===== src/design/sadc_pkg.sv =====
// constants, types and lookup helpers for the converter control block
// assumes a 32-bit apb slave at 50 MHz, byte address = 4 * register index
package sadc_pkg;
	// apb shape and clock
	localparam int unsigned ADDR_W = 12;
	localparam int unsigned CLK_PERIOD_NS = 20;
	// register indexes; byte address is four times these
	localparam logic [9:0] CTRL_IDX = 10'h01f;
	localparam logic [9:0] PINCFG_IDX = 10'h09f;
	localparam logic [9:0] RES_HI_IDX = 10'h01e;
	localparam logic [9:0] RES_LO_IDX = 10'h09e;
	localparam logic [9:0] INT_STAT_IDX = 10'h0c0;
	localparam logic [9:0] INT_MASK_IDX = 10'h0c1;
	// converter_control fields
	localparam int unsigned CLK_SEL_POS = 6;
	localparam int unsigned CHAN_POS = 3;
	localparam int unsigned GO_POS = 2;
	localparam int unsigned ON_POS = 0;
	// pin_config_control fields
	localparam int unsigned JUSTIFY_POS = 7;
	localparam int unsigned PCFG_POS = 0;
	// reset values
	localparam logic [7:0] CTRL_RST = 8'h00;
	localparam logic [7:0] PINCFG_RST = 8'h00;
	localparam logic [7:0] INT_MASK_RST = 8'h00;
	// conversion timing
	localparam int unsigned RES_BITS = 10;
	localparam logic [5:0] DIV_FOSC2 = 6'h02;
	localparam logic [5:0] DIV_FOSC8 = 6'h08;
	localparam logic [5:0] DIV_FOSC32 = 6'h20;
	localparam logic [7:0] SMALL_CHAN_MASK = 8'h1f;
	// conversion clock sources
	typedef enum logic [1:0] {
		SADC_FOSC2 = 2'b00, SADC_FOSC8 = 2'b01, SADC_FOSC32 = 2'b10, SADC_RC = 2'b11
	} sadc_clk_t;
	// approximation engine states, one-hot
	typedef enum logic [2:0] {
		SADC_IDLE = 3'b001, SADC_HOLD = 3'b010, SADC_BITS = 3'b100
	} sadc_sar_t;

	function automatic logic [ADDR_W-1:0] byte_addr(input logic [9:0] idx);
		byte_addr = {idx, 2'b00};
	endfunction

	// pin map: {neg ref on pin, pos ref on pin, analog input mask}
	function automatic logic [9:0] pin_map(input logic [3:0] cfg);
		case (cfg)
			4'h0: pin_map = 10'h0ff;
			4'h1: pin_map = 10'h1f7;
			4'h2: pin_map = 10'h01f;
			4'h3: pin_map = 10'h117;
			4'h4: pin_map = 10'h00b;
			4'h5: pin_map = 10'h103;
			4'h6, 4'h7: pin_map = 10'h000;
			4'h8: pin_map = 10'h3f3;
			4'h9: pin_map = 10'h03f;
			4'ha: pin_map = 10'h137;
			4'hb: pin_map = 10'h333;
			4'hc: pin_map = 10'h313;
			4'hd: pin_map = 10'h303;
			4'he: pin_map = 10'h001;
			default: pin_map = 10'h301;
		endcase
	endfunction
endpackage


===== src/design/sadc_conv_if.sv =====
// signals shared by the control, bit-clock and approximation modules
// assumes all three run on pclk
`timescale 1ns/1ps
`default_nettype none
interface sadc_conv_if;
	logic [1:0] clk_sel;
	logic sleep_mode;
	logic rc_tick;
	logic tad_tick;
	logic start;
	logic abort;
	logic busy;
	logic done;
	logic cmp_in;
	logic [9:0] result;
	logic [9:0] trial;
	modport ctl (output clk_sel, sleep_mode, rc_tick, start, abort, cmp_in,
		input tad_tick, busy, done, result, trial);
	modport tad (input clk_sel, sleep_mode, rc_tick, busy, output tad_tick);
	modport sar (input tad_tick, start, abort, cmp_in, output busy, done, result, trial);
endinterface
`default_nettype wire


===== src/design/sadc_tad_gen.sv =====
// bit period tick generator: divided pclk or the internal rc tick
// assumes rc_tick is a one-cycle pulse already synchronous to pclk
`timescale 1ns/1ps
`default_nettype none
module sadc_tad_gen (
	// clock and reset
	input wire logic pclk,
	input wire logic presetn,
	// converter side
	sadc_conv_if.tad c
);
	logic [5:0] cnt_r, cnt_nxt, div;
	logic tick_r, tick_nxt;
	logic stall;

	// sleep stops the oscillator, so only the rc source keeps ticking
	always_comb begin
		case (sadc_pkg::sadc_clk_t'(c.clk_sel))
			sadc_pkg::SADC_FOSC2: div = sadc_pkg::DIV_FOSC2;
			sadc_pkg::SADC_FOSC8: div = sadc_pkg::DIV_FOSC8;
			default: div = sadc_pkg::DIV_FOSC32;
		endcase
		stall = c.sleep_mode && (c.clk_sel != sadc_pkg::SADC_RC);
		cnt_nxt = cnt_r;
		tick_nxt = 1'b0;
		if (!c.busy || stall) begin
			cnt_nxt = 6'h00;
		end else if (c.clk_sel == sadc_pkg::SADC_RC) begin
			tick_nxt = c.rc_tick;
		end else if (cnt_r == div - 6'h01) begin
			cnt_nxt = 6'h00;
			tick_nxt = 1'b1;
		end else begin
			cnt_nxt = cnt_r + 6'h01;
		end
	end

	// counter and tick registers
	always_ff @(posedge pclk or negedge presetn) begin
		if (!presetn) begin
			cnt_r <= 6'h00;
			tick_r <= 1'b0;
		end else begin
			cnt_r <= cnt_nxt;
			tick_r <= tick_nxt;
		end
	end
	assign c.tad_tick = tick_r;
endmodule
`default_nettype wire


===== src/design/sadc_sar.sv =====
// successive approximation sequencer: one hold period, then ten bit trials
// assumes cmp_in is high when the held input is at or above the trial code
`timescale 1ns/1ps
`default_nettype none
module sadc_sar (
	// clock and reset
	input wire logic pclk,
	input wire logic presetn,
	// converter side
	sadc_conv_if.sar c
);
	sadc_pkg::sadc_sar_t st_r, st_nxt;
	logic [9:0] trial_r, trial_nxt, res_r, res_nxt;
	logic [3:0] idx_r, idx_nxt;
	logic done_r, done_nxt;
	logic [9:0] kept;

	// one bit decided per tick, msb first
	always_comb begin
		st_nxt = st_r;
		trial_nxt = trial_r;
		res_nxt = res_r;
		idx_nxt = idx_r;
		done_nxt = 1'b0;
		kept = c.cmp_in ? trial_r : (trial_r & ~(10'h001 << idx_r));
		case (st_r)
			sadc_pkg::SADC_IDLE: begin
				if (c.start) begin
					st_nxt = sadc_pkg::SADC_HOLD;
					trial_nxt = 10'h000;
				end
			end
			sadc_pkg::SADC_HOLD: begin
				if (c.tad_tick) begin
					st_nxt = sadc_pkg::SADC_BITS;
					trial_nxt = 10'h200;
					idx_nxt = 4'h9;
				end
			end
			sadc_pkg::SADC_BITS: begin
				if (c.tad_tick) begin
					if (idx_r == 4'h0) begin
						st_nxt = sadc_pkg::SADC_IDLE;
						res_nxt = kept;
						trial_nxt = kept;
						done_nxt = 1'b1;
					end else begin
						trial_nxt = kept | (10'h001 << (idx_r - 4'h1));
						idx_nxt = idx_r - 4'h1;
					end
				end
			end
			default: st_nxt = sadc_pkg::SADC_IDLE;
		endcase
		// an abort drops the conversion without a result
		if (c.abort) begin
			st_nxt = sadc_pkg::SADC_IDLE;
			done_nxt = 1'b0;
		end
	end

	// sequencer registers
	always_ff @(posedge pclk or negedge presetn) begin
		if (!presetn) begin
			st_r <= sadc_pkg::SADC_IDLE;
			trial_r <= 10'h000;
			res_r <= 10'h000;
			idx_r <= 4'h0;
			done_r <= 1'b0;
		end else begin
			st_r <= st_nxt;
			trial_r <= trial_nxt;
			res_r <= res_nxt;
			idx_r <= idx_nxt;
			done_r <= done_nxt;
		end
	end
	assign c.busy = (st_r != sadc_pkg::SADC_IDLE);
	assign c.done = done_r;
	assign c.result = res_r;
	assign c.trial = trial_r;
endmodule
`default_nettype wire


===== src/design/sadc_ctrl.sv =====
// top of the converter control: apb registers, interrupt, analog controls
// assumes a 32-bit apb master on pclk and synchronous analog side inputs
`timescale 1ns/1ps
`default_nettype none
module sadc_ctrl #(
	parameter bit LARGE_VARIANT = 1'b1
) (
	// clock and reset
	input wire logic pclk,
	input wire logic presetn,
	// apb slave
	input wire logic psel,
	input wire logic penable,
	input wire logic pwrite,
	input wire logic [sadc_pkg::ADDR_W-1:0] paddr,
	input wire logic [31:0] pwdata,
	output logic [31:0] prdata,
	output logic pready,
	output logic pslverr,
	// device state and rc oscillator
	input wire logic sleep_mode,
	input wire logic rc_tick,
	// analog front end
	input wire logic cmp_in,
	output logic conv_power,
	output logic sample_en,
	output logic [2:0] input_channel_select,
	output logic [9:0] dac_code,
	output logic pos_ref_pin_sel,
	output logic neg_ref_pin_sel,
	output logic [7:0] pin_analog,
	// interrupt
	output logic irq
);
	sadc_conv_if c ();

	// bit clock and approximation engine
	sadc_tad_gen u_tad (
		.pclk(pclk),
		.presetn(presetn),
		.c(c.tad)
	);
	sadc_sar u_sar (
		.pclk(pclk),
		.presetn(presetn),
		.c(c.sar)
	);

	// software visible state
	logic [1:0] clk_sel_r, clk_sel_nxt;
	logic [2:0] chan_r, chan_nxt;
	logic on_r, on_nxt;
	logic justify_r, justify_nxt;
	logic [3:0] pcfg_r, pcfg_nxt;
	logic [9:0] res_r, res_nxt;
	logic stat_r, stat_nxt;
	logic mask_r, mask_nxt;
	logic start_r, start_nxt;
	logic abort_r, abort_nxt;
	// bus answer
	logic [31:0] prdata_r, prdata_nxt;
	logic pready_r, pready_nxt;
	logic pslverr_r, pslverr_nxt;
	// analog side outputs
	logic sample_r, sample_nxt;
	logic [7:0] pin_analog_r, pin_analog_nxt;
	logic pos_ref_r, pos_ref_nxt;
	logic neg_ref_r, neg_ref_nxt;
	logic irq_r, irq_nxt;
	// decode helpers
	logic access, wr_done, rd_done, hit;
	logic [9:0] map;
	logic [7:0] rd_byte;
	logic go_view;

	// hand the converter its controls
	assign c.clk_sel = clk_sel_r;
	assign c.sleep_mode = sleep_mode;
	assign c.rc_tick = rc_tick;
	assign c.start = start_r;
	assign c.abort = abort_r;
	assign c.cmp_in = cmp_in;

	// one wait state: data is registered in the first access cycle
	assign access = psel && penable;
	assign wr_done = access && pready_r && pwrite;
	assign rd_done = access && pready_r && !pwrite;
	assign go_view = start_r || c.busy;

	function automatic logic addr_is(input logic [sadc_pkg::ADDR_W-1:0] a, input logic [9:0] idx);
		addr_is = (a == sadc_pkg::byte_addr(idx));
	endfunction

	// read mux and address decode
	always_comb begin
		hit = 1'b1;
		rd_byte = 8'h00;
		if (addr_is(paddr, sadc_pkg::CTRL_IDX)) begin
			rd_byte = {clk_sel_r, chan_r, go_view, 1'b0, on_r};
		end else if (addr_is(paddr, sadc_pkg::PINCFG_IDX)) begin
			rd_byte = {justify_r, 3'b000, pcfg_r};
		end else if (addr_is(paddr, sadc_pkg::RES_HI_IDX)) begin
			rd_byte = justify_r ? {6'h00, res_r[9:8]} : res_r[9:2];
		end else if (addr_is(paddr, sadc_pkg::RES_LO_IDX)) begin
			rd_byte = justify_r ? res_r[7:0] : {res_r[1:0], 6'h00};
		end else if (addr_is(paddr, sadc_pkg::INT_STAT_IDX)) begin
			rd_byte = {7'h00, stat_r};
		end else if (addr_is(paddr, sadc_pkg::INT_MASK_IDX)) begin
			rd_byte = {7'h00, mask_r};
		end else begin
			hit = 1'b0;
		end
	end

	// bus answer: ready one cycle into the access phase
	always_comb begin
		prdata_nxt = prdata_r;
		pready_nxt = 1'b0;
		pslverr_nxt = 1'b0;
		if (access && !pready_r) begin
			pready_nxt = 1'b1;
			pslverr_nxt = !hit;
			prdata_nxt = pwrite ? 32'h0000_0000 : {24'h00_0000, rd_byte};
		end
	end

	// register writes, conversion start and stop
	always_comb begin
		clk_sel_nxt = clk_sel_r;
		chan_nxt = chan_r;
		on_nxt = on_r;
		justify_nxt = justify_r;
		pcfg_nxt = pcfg_r;
		mask_nxt = mask_r;
		start_nxt = 1'b0;
		abort_nxt = 1'b0;
		if (wr_done && hit && addr_is(paddr, sadc_pkg::CTRL_IDX)) begin
			clk_sel_nxt = pwdata[sadc_pkg::CLK_SEL_POS +: 2];
			chan_nxt = pwdata[sadc_pkg::CHAN_POS +: 3];
			on_nxt = pwdata[sadc_pkg::ON_POS];
			// go only counts when already powered, so power must settle first
			if (pwdata[sadc_pkg::GO_POS] && on_r && pwdata[sadc_pkg::ON_POS] && !go_view) begin
				start_nxt = 1'b1;
			end
			// clearing go mid conversion, or powering off, drops it
			if (go_view && (!pwdata[sadc_pkg::GO_POS] || !pwdata[sadc_pkg::ON_POS])) begin
				abort_nxt = 1'b1;
			end
		end
		if (wr_done && addr_is(paddr, sadc_pkg::PINCFG_IDX)) begin
			justify_nxt = pwdata[sadc_pkg::JUSTIFY_POS];
			pcfg_nxt = pwdata[sadc_pkg::PCFG_POS +: 4];
		end
		if (wr_done && addr_is(paddr, sadc_pkg::INT_MASK_IDX)) begin
			mask_nxt = pwdata[0];
		end
	end

	// result capture, done flag and interrupt; a new done beats a read clear
	always_comb begin
		res_nxt = c.done ? c.result : res_r;
		stat_nxt = stat_r;
		if (rd_done && addr_is(paddr, sadc_pkg::INT_STAT_IDX)) begin
			stat_nxt = 1'b0;
		end
		if (c.done) begin
			stat_nxt = 1'b1;
		end
		irq_nxt = stat_nxt && mask_r;
	end

	// analog side controls; absent channels read back digital on the small part
	always_comb begin
		map = sadc_pkg::pin_map(pcfg_r);
		pin_analog_nxt = LARGE_VARIANT ? map[7:0] : (map[7:0] & sadc_pkg::SMALL_CHAN_MASK);
		pos_ref_nxt = map[8];
		neg_ref_nxt = map[9];
		sample_nxt = on_r && !c.busy && !start_r;
	end

	// all state registers
	always_ff @(posedge pclk or negedge presetn) begin
		if (!presetn) begin
			clk_sel_r <= sadc_pkg::CTRL_RST[sadc_pkg::CLK_SEL_POS +: 2];
			chan_r <= sadc_pkg::CTRL_RST[sadc_pkg::CHAN_POS +: 3];
			on_r <= sadc_pkg::CTRL_RST[sadc_pkg::ON_POS];
			justify_r <= sadc_pkg::PINCFG_RST[sadc_pkg::JUSTIFY_POS];
			pcfg_r <= sadc_pkg::PINCFG_RST[sadc_pkg::PCFG_POS +: 4];
			mask_r <= sadc_pkg::INT_MASK_RST[0];
			res_r <= 10'h000;
			stat_r <= 1'b0;
			start_r <= 1'b0;
			abort_r <= 1'b0;
			prdata_r <= 32'h0000_0000;
			pready_r <= 1'b0;
			pslverr_r <= 1'b0;
			sample_r <= 1'b0;
			pin_analog_r <= 8'h00;
			pos_ref_r <= 1'b0;
			neg_ref_r <= 1'b0;
			irq_r <= 1'b0;
		end else begin
			clk_sel_r <= clk_sel_nxt;
			chan_r <= chan_nxt;
			on_r <= on_nxt;
			justify_r <= justify_nxt;
			pcfg_r <= pcfg_nxt;
			mask_r <= mask_nxt;
			res_r <= res_nxt;
			stat_r <= stat_nxt;
			start_r <= start_nxt;
			abort_r <= abort_nxt;
			prdata_r <= prdata_nxt;
			pready_r <= pready_nxt;
			pslverr_r <= pslverr_nxt;
			sample_r <= sample_nxt;
			pin_analog_r <= pin_analog_nxt;
			pos_ref_r <= pos_ref_nxt;
			neg_ref_r <= neg_ref_nxt;
			irq_r <= irq_nxt;
		end
	end

	// ports straight from flip-flops
	assign prdata = prdata_r;
	assign pready = pready_r;
	assign pslverr = pslverr_r;
	assign conv_power = on_r;
	assign sample_en = sample_r;
	assign input_channel_select = chan_r;
	assign dac_code = c.trial; // trial code is a register of the engine
	assign pos_ref_pin_sel = pos_ref_r;
	assign neg_ref_pin_sel = neg_ref_r;
	assign pin_analog = pin_analog_r;
	assign irq = irq_r;
endmodule
`default_nettype wire


===== config.mk =====
export PLATFORM = sky130hd
export DESIGN_NAME = sadc_ctrl
export DESIGN_NICKNAME = d
export VERILOG_FILES = /design/src/design/sadc_pkg.sv /design/src/design/sadc_conv_if.sv /design/src/design/sadc_tad_gen.sv /design/src/design/sadc_sar.sv /design/src/design/sadc_ctrl.sv
export SDC_FILE = /design/constraint.sdc
export NUM_CORES = 1
export LEC_CHECK = 0
export ABC_AREA = 1
export BUFFER_PORTS_ARGS = -buffer_cell sky130_fd_sc_hd__buf_2
export CAP_MARGIN = 20
export CORE_ASPECT_RATIO = 0.8
export CORE_UTILIZATION = 55
export CTS_CLUSTER_SIZE = 14
export DETAILED_ROUTE_END_ITERATION = 8
export GPL_TIMING_DRIVEN = 0
export PLACE_DENSITY = 0.82
export SLEW_MARGIN = 20
export SYNTH_ARGS = -nofsm -noshare
export SYNTH_HDL_FRONTEND = slang
export SYNTH_SLANG_ARGS = --single-unit

===== constraint.sdc =====
create_clock -name pclk -period 5 [get_ports pclk]
set_clock_uncertainty 0.05 [all_clocks]
set_input_delay 1 -clock pclk [delete_from_list [all_inputs] [get_ports pclk]]
set_output_delay 1 -clock pclk [all_outputs]
set_load 0.01 [all_outputs]

## Word-level counts from Yosys, hierarchy flattened

Memories as Yosys holds them, arrays and structs flattened. A register that Yosys moved wholly into a read port is not among the register bits.
Cells that the tools add are included.
Widths: inputs -> output; s select.

- Register bits: 96
- ROM bits: 160
- Output and inout port bits: 60
- Memories: 1

Memories:

| name | words | width | read ports | clocked after Yosys merged registers in | write ports | line | source |
|---|---|---|---|---|---|---|---|
| (no name shown) | 16 | 10 | 1 | 1 | 0 | sadc_pkg.sv:47 | `case (cfg)` |

- Add/subtract/negate cells: 3
- Equal/unequal tests: 23
- Shifts and indexed selects: 2
- Muxes and demuxes: 50
- Bitwise operators: 3
- Reductions and logical operators: 38

Operators by type and width:

| kind | number |
|---|---|
| $mux 8 | 7 |
| $mux 10 | 5 |
| $eq 12x10->1 const B | 4 |
| $pmux 10 s3 | 1 |
| $eq 12x7->1 const B | 2 |
| $mux 1 | 23 |
| $shl 1x4->10 const A | 2 |
| $logic_and 1x1->1 | 18 |
| $mux 6 | 3 |
| $mux 3 | 5 |
| $mux 4 | 3 |
| $pmux 6 s2 | 1 |
| $reduce_and 4->1 | 3 |
| $and 10x10->10 | 1 |
| $ne 2x2->1 const B | 5 |
| $not 10->10 | 1 |
| $or 10x10->10 | 1 |
| $logic_not 1->1 | 9 |
| $ne 3x3->1 const B | 3 |
| $pmux 3 s3 | 1 |
| $pmux 4 s2 | 1 |
| $add 6x1->6 const B | 1 |
| $eq 6x6->1 | 1 |
| $sub 6x1->6 const B | 1 |
| 15 further kinds | 17 |

## Logic depth before layout (Yosys ltp)

Gate-level depths: netlist of the first run.

- Word-level depth: 10
- Gate-level depth with buffers: 11

## By module

Synthesis of the first run repeated with hierarchy kept, for this count alone.

- Cells, all modules: 593
- Area, all modules: 4679.5 um2

Modules (own cells, without submodules):

| module | instances | cells each | area an instance (um2) | seq. area each (um2) |
|---|---|---|---|---|
| sadc_ctrl | 1 | 314 | 2546.2 | 1151.1 |
| sadc_sar | 1 | 210 | 1607.8 | 701.9 |
| sadc_tad_gen | 1 | 69 | 525.5 | 175.2 |

## Worst setup path after synthesis of the first run

Ideal clock, no wire load.

- Path type: input to register
- Start: in paddr[11] in the netlist's numbering
- End: reg prdata_r[4], in the netlist prdata[4]
- Arrival: 1.887 ns
- Data required time: 4.834 ns
- Slack: 2.947 ns
- Stages on the path: 10
- Path buffers: 0
- Path through: nor2_4 > nand3_2 > inv_2 > nand3_4 > inv_1 > o21ai_0 > nand2_1 > o21ai_1 > nand2_1 > nand2_1

- Longest elaborated chain between the ends: 6
- Elaborated cells between the ends (all ways): 9
- Classes of those cells: eq/ne (4); mux (5)

RTL lines:

| what | line | source |
|---|---|---|
| start: declaration | sadc_ctrl.sv:15 | `input wire logic [sadc_pkg::ADDR_W-1:0] paddr,` |
| $eq 12x10->1 | sadc_ctrl.sv:91 | `addr_is = (a == sadc_pkg::byte_addr(idx));` |
| $mux 8 | sadc_ctrl.sv:104 | `end else if (addr_is(paddr, sadc_pkg::RES_LO_IDX)) begin` |
| $mux 8 | sadc_ctrl.sv:102 | `end else if (addr_is(paddr, sadc_pkg::RES_HI_IDX)) begin` |
| $mux 8 | sadc_ctrl.sv:100 | `end else if (addr_is(paddr, sadc_pkg::PINCFG_IDX)) begin` |
| $mux 8 (*) | sadc_ctrl.sv:98 | `if (addr_is(paddr, sadc_pkg::CTRL_IDX)) begin` |
| $mux 8 (*) | sadc_ctrl.sv:123 | `prdata_nxt = pwrite ? 32'h0000_0000 : {24'h00_0000, rd_byte};` |
| end signal: assignment | sadc_ctrl.sv:213 | `prdata_r <= prdata_nxt;` |
| end: declaration | sadc_ctrl.sv:61 | `logic [31:0] prdata_r, prdata_nxt;` |

Mark *: on every way between the ends. The rest lies on a longest branch, timed or not.
A chain may end at the register's enable or synchronous reset.

## Worst setup path after layout of the first run

Ends and elaborated chain as after synthesis.

==> qor.csv, run 1 <==
metric,value,unit
Nets,710,
global routing usage on met1,34.9,%
worst skew pair latency,0.34,ns
"Arr. time, crit path",2.28,ns
GR Util met3,5.46,%
core area,0.00802,sq mm
grt met2 use,41.8,%
"Avg Cell Area, Syn",8.36,sq um
mapped cell area,0.00458,sq mm
CP startpoint kind,primary input,
violation count after the first detailed-route iteration,271,
CP most frequent cell,nand2_1,
Crit Path Max Fanout,8,
Pint,1.09,mW
most frequent cells after synthesis,"117 x nand2_1, 80 x dfrtp_1, 70 x inv_1",
Psw,280,uW
Sink Count,81,
Post-CTS Setup Inserts,0,
Syn Inst Count,548,
register area,0.00203,sq mm
Yosys cell types,46,
worst path cell trace,buf_2 > nor2_4 > nand3_2 > inv_2 > nand3_4 > inv_1 > o21ai_0 > nand2_1 > o21ai_1 > nand2_1 > nand2_1,
Async SR Flop Fraction,100,%
DIE AREA,0.00870,sq mm
Pre-antenna DRT Iters,5,
clock buffer depth,2,
final cycle utilization of the critical path,41.9,%
Synth Register Bits,81,
Clk pwr share,46.6,%
diodes inserted,0,
register share of total power,47.8,%
Worst setup EP type,flop,
final antenna-violating net count,0,
fillers,655,
gr busiest metal,met2,
initial antenna violation count,0,
cts bufs inserted,9,
first-pass GRT wire length,17800,um
Slew HR,64.9,%
DIE HEIGHT,83.6,um
proportion of layout cells with a drive suffix above 1,24.9,%
final hold violations,0,
Routed WL,10300,um
vias in the first global route,3767,
I/O pin count,112,
Peak Freq,477,MHz
P_leak,2.91,nW
Yosys top cell by area,dfrtp_1,
"Design Area, Final",0.00542,sq mm
Final min period,2.09,ns
dominant synthesized flop cell,dfrtp_1,
Die X,104,um
total power,1.37,mW
hold_ws,0.436,ns
Setup TNS,0,ns
Syn-to-layout area delta,18.2,%
multi-input logic area,0.00211,sq mm
TritonCTS clock tree,built,
"Largest delay share family, worst path",simple AND/OR/NAND/NOR gates,
top-count cell post-synth,nand2_1,
Initial Util,57.1,%
number of flops mapped to enable cells by yosys,0,
DR DRC count,0,
Worst path slowest cell,inv_2,
IO buf count,63,
register area share after synthesis,44.3,%
H-tree levels,3,
RD Place Congestion,0.944,
GRT Residual Overflow,0,
fin. max-slew vios,0,
MaxCap Viol Count,0,
power per cell area,253,mW/mm^2
largest net degree at the start of global routing,42,
Post-DP Area,0.00514,sq mm
WL per Instance,13.5,um
Vias,3914,
CP Data Required Time,5.19,ns
Max IR drop VDD,0.177,mV
Root Driver,clkbuf_8,
drt via density,5.16,
status,finished clean,
PostCTS Resize Cnt,0,
Buf/Inv on CP,3,
min-delay worst type,flop to flop,
Slew @ Worst Pin,0.526,ns
Final Setup Violations,0,
# rows,29,
"Clk pin slew, worst setup/hold paths",0.08,ns
detailed placer's ending HPWL,7910,um
hold_buf cts,0,
top-area cell type share of the netlist area,43.7,%
dominant cells by area after synthesis,"dfrtp_1 44%, nand2_1 9.6%, inv_1 5.7%, buf_4 4.3%, o21ai_0 3.8%",
CP peak stage delay,0.18,ns
worst setup path category,primary input to flop,
Sw Share,20.4,%
warning count from the yosys run,0,
part of the power in combinational logic,5.6,%
RSZ-0062 raised after global routing,no,
GRT Total Usage,25.7,%
placed cells by master, fill, tap and decap left out, types with 3 or more instances in the layout:
master / instances
nor2_8: 4
a21oi_1: 24
nand3_1: 24
clkbuf_1: 3
nand3_4: 3
ha_1: 12
nor2_4: 4
o22ai_1: 10
nand2_1: 117
buf_2: 63
clkbuf_8: 11
inv_2: 11
mux2_1: 4
a31oi_1: 10
nand4_1: 3
xnor2_1: 3
xor2_1: 4
dfrtp_1: 80
inv_1: 70
o21ai_1: 7
o21ai_0: 35
conb_1: 24
bufinv_16: 4
nand2_2: 9
o21ai_2: 5
nor2_1: 44
buf_4: 27
nand3_2: 7
cell type report:
class | count | share of cell area [%]
Clock buffer | 11 | 2.79
Tap cell | 108 | 2.49
Multi-Input combinational cell | 377 | 38.9
Timing Repair Buffer | 64 | 6.24
Sequential cell | 81 | 37.4
Buffer | 31 | 4.18
Clock inverter | 5 | 2.31
Inverter | 82 | 5.68
registers in the layout (all words and copies together) (netlist names), 4 cells and up:
register and count:
prdata 8, u_sar.idx_r 4, res_r 10, u_sar.c.trial 10
pin_analog 7, u_sar.c.result 10, pcfg_r 4, u_tad.cnt_r 6
layer usage:
metal,vias up,share of wire (%)
met3,13,6.8
met4,0,1.2
met5,-,0
li1,1922,-
met2,155,48
met1,1824,44
final timing paths:
kind                       slack (ns)                          to                     startpoint  cells after the start
max                              2.91       prdata[4]$_DFFE_PN0P_                      paddr[11]                     11
max reg2reg                      3.02  u_tad.cnt_r[5]$_DFFE_PN0P_       c.clk_sel[1]$_DFFE_PN0P_                     10
min in group asynchronous        0.57  u_sar.idx_r[2]$_DFFE_PN0P_                        presetn                      1
min reg2reg                      0.44        res_r[0]$_DFFE_PN0P_  u_sar.c.result[0]$_DFFE_PN0P_                      2
min                              0.44        res_r[0]$_DFFE_PN0P_  u_sar.c.result[0]$_DFFE_PN0P_                      2
max in group asynchronous        3.69   u_sar.st_r[0]$_DFFE_PN1P_                        presetn                      2
power by group through the flow:
stage               Sequential, mW  Combinational (mW)  Clock [mW]
detailed placement           0.669              0.0777           0
global placement             0.669              0.0733           0
floorplan                    0.670              0.0419           0
global route                 0.656              0.0868       0.676
finish                       0.656              0.0774       0.640
CTS                          0.656              0.0779       0.650
metrics by stage:
step / util [%] / std cells / setup WS, ns
after floorplan: - / 571 / 2.95
after global placement: 63.8 / 742 / 2.35
after detailed placement: 64.1 / 743 / 2.60
after CTS: 67.6 / 759 / 2.96
after global routing: 67.6 / 759 / 2.82
final: 67.6 / 759 / 2.91
worst register-to-register path, stage by stage (launching register included):
cell	delay, ns
dfrtp_1	0.41
inv_1	0.14
nand2_1	0.14
ha_1	0.33
xnor2_1	0.13
nor2_1	0.08
o21ai_0	0.09
nor2_1	0.17
nor2_1	0.12
nor2_1	0.15
nor2_1	0.07
logic make-up after synthesis:
| group | share of synthesized area [%] |
|---|---|
| fa+ha+maj | 3.28 |
| xor+xnor | 1.34 |
| simple gates | 25.4 |
| flops | 44.3 |
| other cells | 0.0818 |
| mux | 0.983 |
| buf+inv | 11.7 |
| compound gates | 13.0 |
(Power assumes the default switching activity.)
==> inputs of run 2 (changes only) <==
Settings changed: CORE_UTILIZATION 55 to 54, PLACE_DENSITY 0.82 to 0.81.
Clock period 5 ns to 2.2 ns, I/O delays scaled along.
==> qor.csv, run 2 (synthesis results as in run 1) <==
metric,value,unit
Final min period,1.95,ns
CP peak stage delay,0.41,ns
TritonCTS clock tree,built,
fin util,66.1,%
Sink Count,81,
grt met2 use,39.0,%
Root Driver,clkbuf_8,
fin. max-slew vios,0,
gr busiest metal,met2,
RSZ-0062 raised after global routing,no,
GRT Total Usage,23.9,%
Initial Util,56.6,%
GR Util met3,5.51,%
violation count after the first detailed-route iteration,244,
CP most frequent cell,nor2_1,
Worst setup EP type,flop,
DIE HEIGHT,84.4,um
"most common cell after layout, fill and taps aside",nand2_1,
status,finished clean,
Clk pwr share,38.5,%
Worst path slowest cell,dfrtp_1,
H-tree levels,3,
DR DRC count,0,
initial antenna violation count,0,
P_leak,2.88,nW
Routed WL,9870,um
Die X,105,um
hold_ws,0.281,ns
CP startpoint kind,flop,
first-pass GRT wire length,16800,um
Psw,638,uW
drt via density,5.16,
Nets,711,
Pint,2.08,mW
min-delay worst type,primary input to flop,
core area,0.00809,sq mm
Sw Share,23.5,%
Final Setup Violations,0,
"commonest non-fill, non-tap cells in the layout","117 x nand2_1, 80 x dfrtp_1, 70 x inv_1",
clock buffer depth,2,
proportion of layout cells with a drive suffix above 1,24.7,%
"Clk pin slew, worst setup/hold paths",0.08,ns
PostCTS Resize Cnt,0,
"Arr. time, crit path",2.16,ns
# rows,29,
Max IR drop VDD,0.441,mV
Crit Path Max Fanout,5,
Vias,3919,
cts bufs inserted,9,
vias in the first global route,3633,
Pre-antenna DRT Iters,5,
GRT Residual Overflow,0,
largest net degree at the start of global routing,61,
Syn-to-layout area delta,16.7,%
worst path cell trace,inv_1 > nand2_1 > ha_1 > xnor2_1 > nor2_1 > o21ai_0 > nor2_1 > nor2_1 > nand3_1 > o21ai_0,
DIE AREA,0.00886,sq mm
Setup TNS,0,ns
register share of total power,54.9,%
WL per Instance,13.0,um
IO buf count,63,
final hold violations,0,
worst skew pair latency,0.35,ns
global routing usage on met1,32.8,%
I/O pin count,112,
final cycle utilization of the critical path,88.6,%
CP Data Required Time,2.41,ns
final antenna-violating net count,0,
detailed placer's ending HPWL,7720,um
diodes inserted,0,
RD Place Congestion,0.912,
MaxCap Viol Count,0,
power per cell area,508,mW/mm^2
worst setup path category,flop to flop,
part of the power in combinational logic,6.6,%
Peak Freq,513,MHz
-- run 2: stage by stage --
step	cell area, sq um	std cells	total power [mW]	worst slack (ns)
2_1_floorplan	4670	571	1.62	0.526
3_3_place_gp	5120	742	1.69	0.0954
3_5_place_dp	5150	743	1.70	0.256
4_1_cts	5350	760	2.74	0.253
5_1_grt	5350	760	2.83	0.0101
6_report	5350	760	2.71	0.251
-- run 2: power by group through the flow --
| stage | Sequential [mW] | Clock [mW] | Combinational, mW |
|---|---|---|---|
| global route | 1.49 | 1.14 | 0.199 |
| global placement | 1.52 | 0 | 0.167 |
| floorplan | 1.52 | 0 | 0.0952 |
| detailed placement | 1.52 | 0 | 0.177 |
| finish | 1.49 | 1.04 | 0.178 |
| CTS | 1.49 | 1.07 | 0.179 |
-- run 2: cell type report --
cell class / count / area (sq um)
buffer: 31 / 226
fill: 660 / 2750
inverter: 82 / 308
sequential: 81 / 2030
timing repair buffer: 65 / 355
tap: 108 / 135
clock inverter: 6 / 58.8
clock buffer: 10 / 128
multi-input combinational: 377 / 2110
-- run 2: final timing paths --
kind | to | from | depth (start not counted) | slack [ns]
max in group asynchronous | prdata[2]$_DFFE_PN0P_ | presetn | 3 | 1.06
worst max-delay path | u_tad.cnt_r[4]$_DFFE_PN0P_ | c.clk_sel[1]$_DFFE_PN0P_ | 10 | 0.25
worst max register to register | u_tad.cnt_r[4]$_DFFE_PN0P_ | c.clk_sel[1]$_DFFE_PN0P_ | 10 | 0.25
worst min register to register | prdata[6]$_DFFE_PN0P_ | prdata[6]$_DFFE_PN0P_ | 2 | 0.43
worst min-delay path | u_tad.c.tad_tick$_DFF_PN0_ | rc_tick | 3 | 0.28
min in group asynchronous | u_sar.c.trial[8]$_DFFE_PN0P_ | presetn | 2 | 0.47
-- run 2: layer usage --
metal,wire [um],part of all wire (%)
met1,4560,46
met2,4630,47
met3,536,5.4
met4,142,1.4
met5,0,0
-- run 2: repair_timing --
action | in CTS | in global routing
hold buffers | 1 | 0
endpoints found under the hold margin | 20 | 0
setup buffers | 0 | 0
-- run 2: worst max-delay path: cells and delay by family (launching register included) --
kind / cells / cell delay, ns
DFF: 1 / 0.41
adders and majority gates: 1 / 0.32
buffers and inverters: 1 / 0.12
and+or+nand+nor: 5 / 0.64
AOI/OAI and AO/OA: 2 / 0.18
xor gates and xnor gates: 1 / 0.15
==> inputs of run 3 (changes only) <==
--- a/config.mk
+++ b/config.mk
@@ -11,9 +11,9 @@
 export CORE_ASPECT_RATIO = 0.8
 export CORE_UTILIZATION = 54
+export CTS_CLUSTER_DIAMETER = 120
 export CTS_CLUSTER_SIZE = 14
 export DETAILED_ROUTE_END_ITERATION = 8
 export GPL_TIMING_DRIVEN = 0
 export PLACE_DENSITY = 0.81
-export SLEW_MARGIN = 20
 export SYNTH_ARGS = -nofsm -noshare
 export SYNTH_HDL_FRONTEND = slang
==> constraint.sdc (replaced) <==
create_clock -name pclk -period 2.2 [get_ports pclk]
set_clock_uncertainty 0.05 [all_clocks]
set_input_delay 0.11 -clock pclk [delete_from_list [all_inputs] [get_ports pclk]]
set_output_delay 0.11 -clock pclk [all_outputs]
set_load 0.01 [all_outputs]
==> qor.csv, run 3 (synthesis results as in run 1) <==
metric,value,unit
status,finished clean,
Worst path slowest cell,dfrtp_1,
H-tree levels,3,
"Arr. time, crit path",2.13,ns
DIE HEIGHT,84.4,um
Max IR drop VDD,0.357,mV
Sw Share,22.9,%
Root Driver,clkbuf_8,
IO buf count,63,
final hold violations,0,
cts bufs inserted,9,
Crit Path Max Fanout,6,
Initial Util,56.6,%
min-delay worst type,primary input to flop,
CP Data Required Time,2.37,ns
PostCTS Resize Cnt,0,
Hold Path Sink,pready$_DFF_PN0_,
part of the power in combinational logic,6.7,%
CP peak stage delay,0.41,ns
Pint,2.24,mW
"Clk pin slew, worst setup/hold paths",0.08,ns
Sink Count,81,
R2R Setup Slk,0.24,ns
RSZ-0062 raised after global routing,no,
drt via density,5.12,
worst skew pair latency,0.35,ns
Post-DP Area,0.00515,sq mm
proportion of layout cells with a drive suffix above 1,24.4,%
Vias,3950,
DIE AREA,0.00886,sq mm
final cycle utilization of the critical path,89.2,%
Slew @ Worst Pin,0.519,ns
"Largest delay share family, worst path",buffers and inverters,
violation count after the first detailed-route iteration,275,
RR Startpoint,u_sar.idx_r[0]$_DFFE_PN0P_,
cells on worst reg2reg path,9,
I/O pin count,112,
Slew HR,65.3,%
CP startpoint kind,flop,
Post-CTS Setup Inserts,0,
P_leak,2.94,nW
core area,0.00809,sq mm
"commonest non-fill, non-tap cells in the layout","117 x nand2_1, 80 x dfrtp_1, 70 x inv_1",
WL per Instance,13.4,um
fin util,67.9,%
worst hold stages,3,
Nets,722,
vias in the first global route,3720,
power per cell area,529,mW/mm^2
DR DRC count,0,
Final Setup Violations,0,
"Design Area, Final",0.00550,sq mm
total power,2.91,mW
"most common cell after layout, fill and taps aside",nand2_1,
Pre-antenna DRT Iters,5,
# rows,29,
TritonCTS clock tree,built,
Routed WL,10300,um
largest net degree at the start of global routing,65,
CP most frequent cell,inv_1,
fin. max-slew vios,0,
RD Place Congestion,0.912,
MaxCap Viol Count,0,
register share of total power,51.2,%
Die X,105,um
diodes inserted,0,
Syn-to-layout area delta,20.0,%
min-delay src,psel,
Buf/Inv on CP,3,
first-pass GRT wire length,17100,um
clock buffer depth,2,
initial antenna violation count,0,
Setup TNS,0,ns
Peak Freq,509,MHz
GRT Residual Overflow,0,
detailed placer's ending HPWL,7720,um
Clk pwr share,42.1,%
R2R Path End,u_sar.c.trial[2]$_DFFE_PN0P_,
final antenna-violating net count,0,
worst path cell trace,inv_1 > ha_1 > inv_1 > nor2_2 > nand2_2 > inv_1 > nor2_1 > a31oi_1 > o22ai_1,
Psw,666,uW
GRT Total Usage,24.5,%
worst setup path category,flop to flop,
Worst setup EP type,flop,
Final min period,1.96,ns
==> run 3: cell count changes in the layout (fill, tap and decap cells not counted), sizes merged <==
cell / delta
clkinv: -1
bufinv: +1
dlygate4sd3: +11
==> run 3: area by class of cell <==
| type | instances | area (sq um) |
|---|---|---|
| Fill cell | 647 | 2590 |
| Multi-Input combinational cell | 377 | 2110 |
| Sequential cell | 81 | 2030 |
| Timing Repair Buffer | 76 | 465 |
| Inverter | 82 | 308 |
| Buffer | 31 | 226 |
| Clock buffer | 10 | 138 |
| Tap cell | 108 | 135 |
| Clock inverter | 6 | 91.3 |
==> run 3: repair_timing <==
action	in CTS	in global routing
hold endpoints to repair	94	0
endpoints found under the setup margin	0	0
hold buffers	12	0
==> run 3: tightest hold or removal path, stage by stage <==
cell and delay, ns:
buf_2 0.11, nand2_1 0.06, nor2_1 0.08
==> run 3: worst max-delay path by stage <==
stage	startpoint	endpoint	slack [ns]	cells past startpoint
finish	u_sar.idx_r[0]$_DFFE_PN0P_	u_sar.c.trial[2]$_DFFE_PN0P_	0.24	9
global route	c.clk_sel[1]$_DFFE_PN0P_	u_tad.cnt_r[4]$_DFFE_PN0P_	0.01	10
CTS	c.clk_sel[1]$_DFFE_PN0P_	u_tad.cnt_r[5]$_DFFE_PN0P_	0.26	10
detailed placement	c.clk_sel[0]$_DFFE_PN0P_	u_tad.cnt_r[4]$_DFFE_PN0P_	0.27	10
global placement	c.clk_sel[1]$_DFFE_PN0P_	u_tad.cnt_r[5]$_DFFE_PN0P_	0.37	10
floorplan	u_sar.idx_r[0]$_DFFE_PN0P_	u_sar.c.result[0]$_DFFE_PN0P_	0.53	7
==> run 3: metrics by stage <==
step           worst slack [ns]  hold slack [ns]  std cells
4_1_cts                   0.264         0.000881        771
5_1_grt                  0.0132           0.0110        771
2_1_floorplan             0.526           -0.236        571
6_report                  0.237           0.0132        771
3_3_place_gp              0.370            0.308        742
3_5_place_dp              0.267          -0.0503        743
==> run 3: power by group through the flow <==
| stage | clock [mW] | sequential, mW | combinational (mW) |
|---|---|---|---|
| 6_report | 1.22 | 1.49 | 0.195 |
| 5_1_grt | 1.31 | 1.49 | 0.215 |
| 3_3_place_gp | 0 | 1.52 | 0.167 |
| 2_1_floorplan | 0 | 1.52 | 0.0952 |
| 3_5_place_dp | 0 | 1.52 | 0.178 |
| 4_1_cts | 1.25 | 1.49 | 0.195 |
==> run 3: routing by layer <==
metal / up-vias / part of all wire (%) / track usage (%)
met1: 1840 / 45 / 32.8
li1: 1951 / - / -
met4: 0 / 1.2 / 7.04
met5: - / 0 / 0
met3: 13 / 6.2 / 5.43
met2: 146 / 48 / 40.6
